--- src/rtl/bpm_defs.svh ---
/*
 * Timing counts and the backup pin level for the backup power mode controller.
 * Assumes a 250 MHz system clock and a one-pulse-per-second time base.
 */
`ifndef BPM_DEFS_SVH
`define BPM_DEFS_SVH

// System clock period in nanoseconds.
// Counts are reckoned in nanoseconds so the products stay inside 32 bits.
`define BPM_CLK_PERIOD_NS   4
// Serial port lockout after return to main supply, in microseconds.
`define BPM_LOCKOUT_US      5000
`define BPM_LOCKOUT_CYC     ((`BPM_LOCKOUT_US * 1000) / `BPM_CLK_PERIOD_NS)
// Write protection recovery interval, in microseconds.
`define BPM_RECOVERY_US     5000
`define BPM_RECOVERY_CYC    ((`BPM_RECOVERY_US * 1000) / `BPM_CLK_PERIOD_NS)
// Seconds in a day and days in a week.
`define BPM_SEC_PER_DAY     86400
`define BPM_DAYS_PER_WEEK   7
// Value driven on gated pins in backup mode.
`define BPM_SAFE_LEVEL      1'b0
`define BPM_GPIO_COUNT      2

`endif

--- src/rtl/bpm_pkg.sv ---
/*
 * Types for the backup power mode controller.
 * Assumes bpm_defs.svh is on the include path.
 */
package bpm_pkg;

    typedef enum logic [2:0] {
        BPM_ST_MAIN   = 3'b001,
        BPM_ST_BACKUP = 3'b010,
        BPM_ST_LOCK   = 3'b100
    } bpm_state_e;

    typedef struct packed {
        logic main_lt_thresh;
        logic main_lt_backup;
        logic backup_lt_low;
    } bpm_cmp_s;

    typedef struct packed {
        logic [1:0] out_val;
        logic [1:0] out_en_n;
    } bpm_gpio_s;

endpackage

--- src/rtl/bpm_ctrl.sv ---
/*
 * Backup power mode controller: supply switchover, input and output gating,
 * write protection and host port lockout after recovery, battery-low check.
 * Assumes comparator levels arrive asynchronously and a one-cycle
 * one-second tick from the clock time base on clk_sys.
 */
`timescale 1ns/10ps
`include "bpm_defs.svh"
module bpm_ctrl #(
    parameter int LOCKOUT_CYC  = `BPM_LOCKOUT_CYC,
    parameter int RECOVERY_CYC = `BPM_RECOVERY_CYC,
    parameter int SEC_PER_DAY  = `BPM_SEC_PER_DAY,
    parameter int DAYS_WEEK    = `BPM_DAYS_PER_WEEK
) (
    // Clock and reset
    input  wire logic              clk_sys,
    input  wire logic              rst_n,
    // Supply comparators, asynchronous
    input  wire bpm_pkg::bpm_cmp_s cmp_in,
    // Clock time base and configuration
    input  wire logic              sec_tick,
    input  wire logic              battery_check_enable,
    input  wire logic              irq_src_read,
    // General pins
    input  wire logic [1:0]        gpio_dir_out,
    input  wire logic [1:0]        gpio_out_val,
    input  wire logic [1:0]        gpio_pin_in,
    output logic      [1:0]        gpio_in_val,
    output bpm_pkg::bpm_gpio_s     gpio_pin,
    // Gating and status
    output logic                   backup_mode,
    output logic                   inputs_enable,
    output logic                   func_clk_enable,
    output logic                   rtc_hold,
    output logic                   write_protect,
    output logic                   host_port_enable,
    output logic                   batt_low_pulse,
    output logic                   irq_n
);

    localparam int LW = $clog2(LOCKOUT_CYC > RECOVERY_CYC ? LOCKOUT_CYC + 1 : RECOVERY_CYC + 1);
    localparam int SW = $clog2(SEC_PER_DAY + 1);
    localparam int DW = $clog2(DAYS_WEEK + 1);

    typedef struct packed {
        bpm_pkg::bpm_state_e st;
        logic [LW-1:0]       lock_cnt;
        logic [SW-1:0]       sec_cnt;
        logic [DW-1:0]       day_cnt;
        logic                en_d;
        logic                check_due;
        logic                pulse;
        logic                irq_n;
        logic [1:0]          gin;
        bpm_pkg::bpm_gpio_s  gpio;
        logic                wp;
        logic                hp;
        logic                ie;
    } bpm_state_s;

    bpm_state_s     s_reg;
    bpm_state_s     s_next;
    bpm_pkg::bpm_cmp_s cmp_s;
    logic [1:0]     gpio_s;

    ////////////////////////////////////////////////////////////////////////////
    // Asynchronous inputs pass two flops before use.
    bpm_sync #(.W(5)) u_sync (
        .clk_sys (clk_sys),
        .rst_n   (rst_n),
        .d       ({cmp_in, gpio_pin_in}),
        .q       ({cmp_s, gpio_s})
    );

    ////////////////////////////////////////////////////////////////////////////
    always_comb begin
        s_next       = s_reg;
        s_next.pulse = 1'b0;
        s_next.en_d  = battery_check_enable;
        case (s_reg.st)
            bpm_pkg::BPM_ST_MAIN: begin
                if (cmp_s.main_lt_thresh && cmp_s.main_lt_backup) begin
                    s_next.st = bpm_pkg::BPM_ST_BACKUP;
                end
            end
            bpm_pkg::BPM_ST_BACKUP: begin
                if (!cmp_s.main_lt_backup) begin
                    s_next.st        = bpm_pkg::BPM_ST_LOCK;
                    s_next.lock_cnt  = '0;
                    s_next.check_due = 1'b1;
                end
            end
            bpm_pkg::BPM_ST_LOCK: begin
                if (cmp_s.main_lt_thresh && cmp_s.main_lt_backup) begin
                    s_next.st = bpm_pkg::BPM_ST_BACKUP;
                end else if (s_reg.lock_cnt >= LW'(LOCKOUT_CYC - 1)
                          && s_reg.lock_cnt >= LW'(RECOVERY_CYC - 1)) begin
                    s_next.st = bpm_pkg::BPM_ST_MAIN;
                end else begin
                    s_next.lock_cnt = s_reg.lock_cnt + LW'(1);
                end
            end
            default: begin
                s_next.st = bpm_pkg::BPM_ST_MAIN;
            end
        endcase

        s_next.wp = (s_next.st != bpm_pkg::BPM_ST_MAIN)
                 || (s_next.st == bpm_pkg::BPM_ST_MAIN && s_reg.st == bpm_pkg::BPM_ST_LOCK
                     && s_reg.lock_cnt < LW'(RECOVERY_CYC - 1));
        s_next.hp = (s_next.st == bpm_pkg::BPM_ST_MAIN);
        // inputs live again once out of backup
        s_next.ie = (s_next.st != bpm_pkg::BPM_ST_BACKUP);

        // check when powered and enabled
        // Runs before the day count so a new arming in the same cycle wins.
        if (s_reg.check_due && s_reg.st == bpm_pkg::BPM_ST_MAIN) begin
            s_next.check_due = 1'b0;
            if (battery_check_enable && cmp_s.backup_lt_low) begin
                s_next.pulse = 1'b1;
            end
        end

        if (battery_check_enable && !s_reg.en_d) begin
            s_next.sec_cnt   = '0;
            s_next.day_cnt   = '0;
            s_next.check_due = 1'b1;
        end else if (sec_tick && s_reg.st != bpm_pkg::BPM_ST_BACKUP) begin
            if (s_reg.sec_cnt == SW'(SEC_PER_DAY - 1)) begin
                s_next.sec_cnt = '0;
                if (s_reg.day_cnt == DW'(DAYS_WEEK - 1)) begin
                    s_next.day_cnt = '0;
                    s_next.check_due = 1'b1;
                end else begin
                    s_next.day_cnt = s_reg.day_cnt + DW'(1);
                end
            end else begin
                s_next.sec_cnt = s_reg.sec_cnt + SW'(1);
            end
        end

        // level interrupt held until read; set wins
        if (s_reg.pulse) begin
            s_next.irq_n = 1'b0;
        end else if (irq_src_read) begin
            s_next.irq_n = 1'b1;
        end

        if (s_next.st == bpm_pkg::BPM_ST_BACKUP) begin
            s_next.gpio.out_val  = {2{`BPM_SAFE_LEVEL}};
            s_next.gpio.out_en_n = 2'h0;
        end else begin
            s_next.gpio.out_val  = gpio_out_val;
            s_next.gpio.out_en_n = ~gpio_dir_out;
            s_next.gin = gpio_s & ~gpio_dir_out;
        end
    end

    ////////////////////////////////////////////////////////////////////////////
    always_ff @(posedge clk_sys) begin
        if (!rst_n) begin
            s_reg.st        <= bpm_pkg::BPM_ST_LOCK;
            s_reg.lock_cnt  <= '0;
            s_reg.sec_cnt   <= '0;
            s_reg.day_cnt   <= '0;
            s_reg.en_d      <= 1'b0;
            s_reg.check_due <= 1'b1;
            s_reg.pulse     <= 1'b0;
            s_reg.irq_n     <= 1'b1;
            s_reg.gin       <= 2'h0;
            s_reg.gpio      <= 4'hf & {2'h0, 2'h3};
            s_reg.wp        <= 1'b1;
            s_reg.hp        <= 1'b0;
            s_reg.ie        <= 1'b1;
        end else begin
            s_reg <= s_next;
        end
    end

    // only the clock runs in backup
    assign backup_mode      = s_reg.st == bpm_pkg::BPM_ST_BACKUP;
    assign inputs_enable    = s_reg.ie;
    assign func_clk_enable  = s_reg.ie;
    assign rtc_hold         = 1'b0;
    assign write_protect    = s_reg.wp;
    assign host_port_enable = s_reg.hp;
    assign batt_low_pulse   = s_reg.pulse;
    assign irq_n            = s_reg.irq_n;
    assign gpio_in_val      = s_reg.gin;
    assign gpio_pin         = s_reg.gpio;

    ////////////////////////////////////////////////////////////////////////////
    // backup entry
    chk_backup_entry: assert property (@(posedge clk_sys) disable iff (!rst_n)
        (s_reg.st == bpm_pkg::BPM_ST_MAIN && cmp_s.main_lt_thresh && cmp_s.main_lt_backup)
        |=> backup_mode) else $error("backup not entered");
    chk_backup_exit: assert property (@(posedge clk_sys) disable iff (!rst_n)
        (backup_mode && !cmp_s.main_lt_backup) |=> s_reg.st == bpm_pkg::BPM_ST_LOCK)
        else $error("backup not left");
    chk_pins_low: assert property (@(posedge clk_sys) disable iff (!rst_n)
        backup_mode |-> gpio_pin.out_val == 2'h0 && gpio_pin.out_en_n == 2'h0)
        else $error("pins not safe in backup");
    chk_inputs_frozen: assert property (@(posedge clk_sys) disable iff (!rst_n)
        backup_mode ##1 backup_mode |-> $stable(gpio_in_val))
        else $error("input changed in backup");
    chk_write_prot: assert property (@(posedge clk_sys) disable iff (!rst_n)
        !write_protect |-> s_reg.st == bpm_pkg::BPM_ST_MAIN)
        else $error("writes open outside main");
    chk_port_lock: assert property (@(posedge clk_sys) disable iff (!rst_n)
        $rose(s_reg.st == bpm_pkg::BPM_ST_LOCK) |-> !host_port_enable [*8])
        else $error("host port open too early");
    chk_pulse_cause: assert property (@(posedge clk_sys) disable iff (!rst_n)
        batt_low_pulse |-> $past(battery_check_enable) && $past(cmp_s.backup_lt_low))
        else $error("pulse without low battery");
    chk_irq_level: assert property (@(posedge clk_sys) disable iff (!rst_n)
        batt_low_pulse |=> !irq_n) else $error("interrupt not raised");

    chk_irq_hold: assert property (@(posedge clk_sys) disable iff (!rst_n)
        (!irq_n && !irq_src_read) |=> !irq_n) else $error("interrupt dropped unread");

    chk_irq_clear: assert property (@(posedge clk_sys) disable iff (!rst_n)
        (!irq_n && irq_src_read && !batt_low_pulse) |=> irq_n) else $error("interrupt not released");

    chk_clk_gate: assert property (@(posedge clk_sys) disable iff (!rst_n)
        backup_mode |-> !func_clk_enable && !rtc_hold) else $error("clock gating wrong in backup");

    chk_inputs_on: assert property (@(posedge clk_sys) disable iff (!rst_n)
        s_reg.st == bpm_pkg::BPM_ST_LOCK |-> inputs_enable) else $error("inputs off after return");

    chk_wp_lock: assert property (@(posedge clk_sys) disable iff (!rst_n)
        s_reg.st != bpm_pkg::BPM_ST_MAIN |-> write_protect) else $error("writes open too early");

    chk_port_main: assert property (@(posedge clk_sys) disable iff (!rst_n)
        host_port_enable |-> s_reg.st == bpm_pkg::BPM_ST_MAIN) else $error("host port open in lock");

    chk_gpio_dir: assert property (@(posedge clk_sys) disable iff (!rst_n)
        $past(rst_n) && !backup_mode |-> gpio_pin.out_en_n == ~$past(gpio_dir_out))
        else $error("pin direction wrong");

    chk_gin_masked: assert property (@(posedge clk_sys) disable iff (!rst_n)
        $past(rst_n) && !backup_mode |-> (gpio_in_val & $past(gpio_dir_out)) == 2'h0)
        else $error("output pin seen as input");

    chk_week_bound: assert property (@(posedge clk_sys) disable iff (!rst_n)
        s_reg.day_cnt < DW'(DAYS_WEEK)) else $error("day count out of range");

endmodule

--- src/rtl/bpm_sync.sv ---
/*
 * Two-flop synchroniser for a bus of asynchronous levels.
 * Assumes the inputs change slowly relative to clk_sys.
 */
`timescale 1ns/10ps
module bpm_sync #(
    parameter int W = 1
) (
    // Clock and reset
    input  wire logic         clk_sys,
    input  wire logic         rst_n,
    // Levels
    input  wire logic [W-1:0] d,
    output logic      [W-1:0] q
);

    logic [W-1:0] meta_reg;

    always_ff @(posedge clk_sys) begin
        if (!rst_n) begin
            meta_reg <= '0;
            q        <= '0;
        end else begin
            meta_reg <= d;
            q        <= meta_reg;
        end
    end

endmodule

--- config.mk ---
export PLATFORM = sky130hd
export DESIGN_NAME = bpm_ctrl
export DESIGN_NICKNAME = d
export VERILOG_FILES = /design/src/rtl/bpm_pkg.sv /design/src/rtl/bpm_ctrl.sv /design/src/rtl/bpm_sync.sv
export VERILOG_INCLUDE_DIRS = /design/src /design/src/rtl
export SDC_FILE = /design/constraint.sdc
export NUM_CORES = 1
export LEC_CHECK = 0
export BUFFER_PORTS_ARGS = -buffer_cell sky130_fd_sc_hd__buf_2
export CELL_PAD_IN_SITES_DETAIL_PLACEMENT = 1
export CELL_PAD_IN_SITES_GLOBAL_PLACEMENT = 2
export CORE_UTILIZATION = 32
export CTS_CLUSTER_SIZE = 24
export DETAILED_ROUTE_END_ITERATION = 7
export PLACE_DENSITY_LB_ADDON = 0.1
export SETUP_SLACK_MARGIN = 0.5
export SLEW_MARGIN = 20
export SYNTH_ARGS = -nofsm -noshare
export SYNTH_HDL_FRONTEND = slang
export SYNTH_SLANG_ARGS = --single-unit
--- constraint.sdc ---
create_clock -name clk_sys -period 2.1 [get_ports clk_sys]
set_input_delay 0.21 -clock clk_sys [delete_from_list [all_inputs] [get_ports clk_sys]]
set_output_delay 0.21 -clock clk_sys [all_outputs]
set_load 0.005 [all_outputs]
==> flow_summary.json <==
{
  "clkLatencyLatePin_ns": 0.35,
  "max-vdd-ir-drop_mv": 0.327,
  "worst_slew_pin_slew_ns": 0.643,
  "drt_iter0_markers": 63,
  "synth_cells": 358,
  "grt_setup_unrepaired": "yes",
  "layout_common_cells": "55 x dfxtp_1, 44 x buf_4, 30 x nor2_1",
  "vias_per_cell": 5.08,
  "switching_share_pct": 27.0,
  "synth_ff_type": "dfxtp_1",
  "coreArea_um2": 9240,
  "dieArea_um2": 9940,
  "firstDrtPassIters": 4,
  "synth-seq-cells": 67,
  "drc": 0,
  "ios": 28,
  "avgSynthCellArea_um2": 8.53,
  "multi_input_area_um2": 1840,
  "vias": 2882,
  "maxSlewViolCount": 0,
  "cp_cell_sequence": "or2_1 > or4_4 > o221a_4 > or4_1 > a21oi_1",
  "yosysWarnings": 0,
  "overflow": 0,
  "die_h_um": 99.7,
  "required_ns": 2.38,
  "cp_slowest_cell": "or4_1",
  "synth.distinct_cells": 47,
  "hold_path_class": "primary input to flip-flop",
  "skew_ns": 0.00736,
  "final_common_cell": "dfxtp_1",
  "crit_fanout": 7,
  "drtAntennaViolNets": 0,
  "fill_cells": 1088,
  "p_int_mw": 2.03,
  "antenna_found_initial": 0,
  "fin_crit_ns": 2.12,
  "syn-cell-area_um2": 3050,
  "clockBufferDepth": 2,
  "slew_headroom_pct": 56.8,
  "synth_edf_count": 0,
  "cap_violations": 0,
  "grt_pass1_vias": 2831,
  "hold_depth": 2,
  "combPwrFrac_pct": 11.7,
  "start_kind": "flip-flop",
  "cts_tree": "yes",
  "clk_pin_slew_ns": 0.08,
  "nNetsFinal": 449,
  "violations": "setup timing",
  "clock_power_share_pct": 40.1,
  "drive_above_1_share_pct": 36.1,
  "gp_congestion": 0.791,
  "grt_use_met2_pct": 31.2,
  "yosysSeqAreaShare_pct": 43.9,
  "initial_core_util_pct": 33.1,
  "critPathCaptureType": "flip-flop",
  "port-buffer-count": 26,
  "cts-htree-levels": 3,
  "numCtsBuffers": 9,
  "dp_slack_ns": -0.0765,
  "grt_max_degree": 20,
  "dp_hpwl_mm": 5.69,
  "powerDensity_nw_per_um2": 662,
  "setup_ws_ns": -0.0167,
  "hold_buffers": 0,
  "syn-num-nets": 374,
  "cts.sinks": 67,
  "grt_util_met3_pct": 4.29,
  "synthArstFlopShare_pct": 0,
  "p_seq_share_pct": 48.2,
  "ff_latch_area_um2": 1360,
  "crit_type": "flip-flop to flip-flop",
  "hold_violations": 0,
  "wire_per_inst_um": 15.2,
  "critPathMaxStageDelay_ns": 0.52,
  "rows": 35,
  "syn2layout_area_growth_pct": 37.7,
  "gr-max-usage-layer": "met2",
  "crit_start": "s_reg[51]$_SDFFE_PN0P_",
  "r2r-start": "s_reg[51]$_SDFFE_PN0P_",
  "grt_pass1_wl_mm": 14.2,
  "antenna_cells": 0,
  "finalInstanceArea_um2": 4210,
  "die_w_um": 99.7,
  "p_total_mw": 2.78,
  "crit_arrival_ns": 2.40,
  "setup_violations": 4,
  "largest_reg_flops": 46,
  "status": "complete, but fails checks",
  "power.switching_uw": 752,
  "fin_crit_sh_pct": 101,
  "dpl_cell_area_um2": 3570,
  "fmaxAchievable_ghz": 0.472,
  "grt_usage_pct": 18.3,
  "power_leakage_nw": 1.65,
  "grt.met1_usage_pct": 22.8,
  "cts_root_buffer": "clkbuf_8",
  "hp-start": "gpio_dir_out[0]",
  "wl_mm": 8.62,
  "reg2reg_depth": 5
}
[final timing paths]
check                           endpoint  slack (ns)
setup / recovery  s_reg[51]$_SDFFE_PN0P_       -0.02
hold / removal    gpio_pin[0]$_SDFF_PN1_        0.04
setup reg to reg  s_reg[51]$_SDFFE_PN0P_       -0.02
hold reg to reg   u_sync.q[3]$_SDFF_PN0_        0.43
[cells in the mapped netlist, types with 10 or more instances]
master	n	area (um2)
xor2_1	11	96.3
o21ai_0	15	75.1
nor2_1	33	124
o31ai_1	10	75.1
or4_1	11	82.6
dfxtp_1	67	1340
clkbuf_1	10	37.5
and2_1	15	93.8
nand2_1	27	101
nand3_1	22	110
nand4_1	15	93.8
inv_1	11	41.3
a21oi_1	20	100
[timing repair]
| action | CTS | global route |
|---|---|---|
| setup buffers | 8 | 9 |
| pin swaps | 8 | 27 |
| setup endpoints to repair | 49 | 49 |
| hold endpoints to repair | 0 | 0 |
| gates resized for setup | 32 | 48 |
| cloned | 4 | 0 |
[power groups by stage]
stage               Clock (mW)  Combinational [mW]  Sequential, mW
global placement             0               0.274            1.37
global route              1.21               0.357            1.35
finish                    1.12               0.326            1.34
CTS                       1.15               0.303            1.34
detailed placement           0               0.275            1.37
floorplan                    0               0.147            1.38
[through the flow]
| step | setup TNS (ns) | hold slack, ns | utilization [%] | std cells |
|---|---|---|---|---|
| 6_report | -0.0489 | 0.0440 | 45.5 | 567 |
| 5_1_grt | -0.304 | 0.0521 | 45.5 | 567 |
| 4_1_cts | 0 | 0.0416 | 43.0 | 558 |
| 3_5_place_dp | -0.610 | 0.420 | 38.6 | 530 |
| 3_3_place_gp | -0.101 | 0.414 | 38.6 | 530 |
| 2_1_floorplan | -0.378 | 0.324 | - | 358 |
[metal layers]
layer	vias to the layer above	part of all wire, %
met5	-	0
met2	18	50
li1	1440	-
met4	0	1.3
met3	11	2.4
met1	1413	46
[logic make-up after synthesis]
family / Yosys count / synth area share (%)
buffers and inverters: 31 / 5.08
AO/OA/AOI/OAI: 65 / 13.6
XOR/XNOR: 16 / 4.59
other: 1 / 0.123
flip-flops: 67 / 43.9
adder cells (fa/ha/maj): 2 / 0.819
AND/OR/NAND/NOR: 171 / 30.2
multiplexers: 5 / 1.64
[worst max-delay path, delay by kind of cell (launching register included)]
family	cells	cell delay, ns
flops	1	0.32
simple gates	3	1.23
compound gates	2	0.50
[layout make-up]
| class | instances | share of cell area (%) |
|---|---|---|
| inverters | 11 | 1.10 |
| clock buffers | 9 | 2.94 |
| multi-input cells | 263 | 43.8 |
| clock inverters | 7 | 1.81 |
| well taps | 129 | 3.84 |
| repair buffers | 81 | 14.1 |
| flip-flops and latches | 67 | 32.4 |
Note: power is estimated with default switching activity, not from simulation.
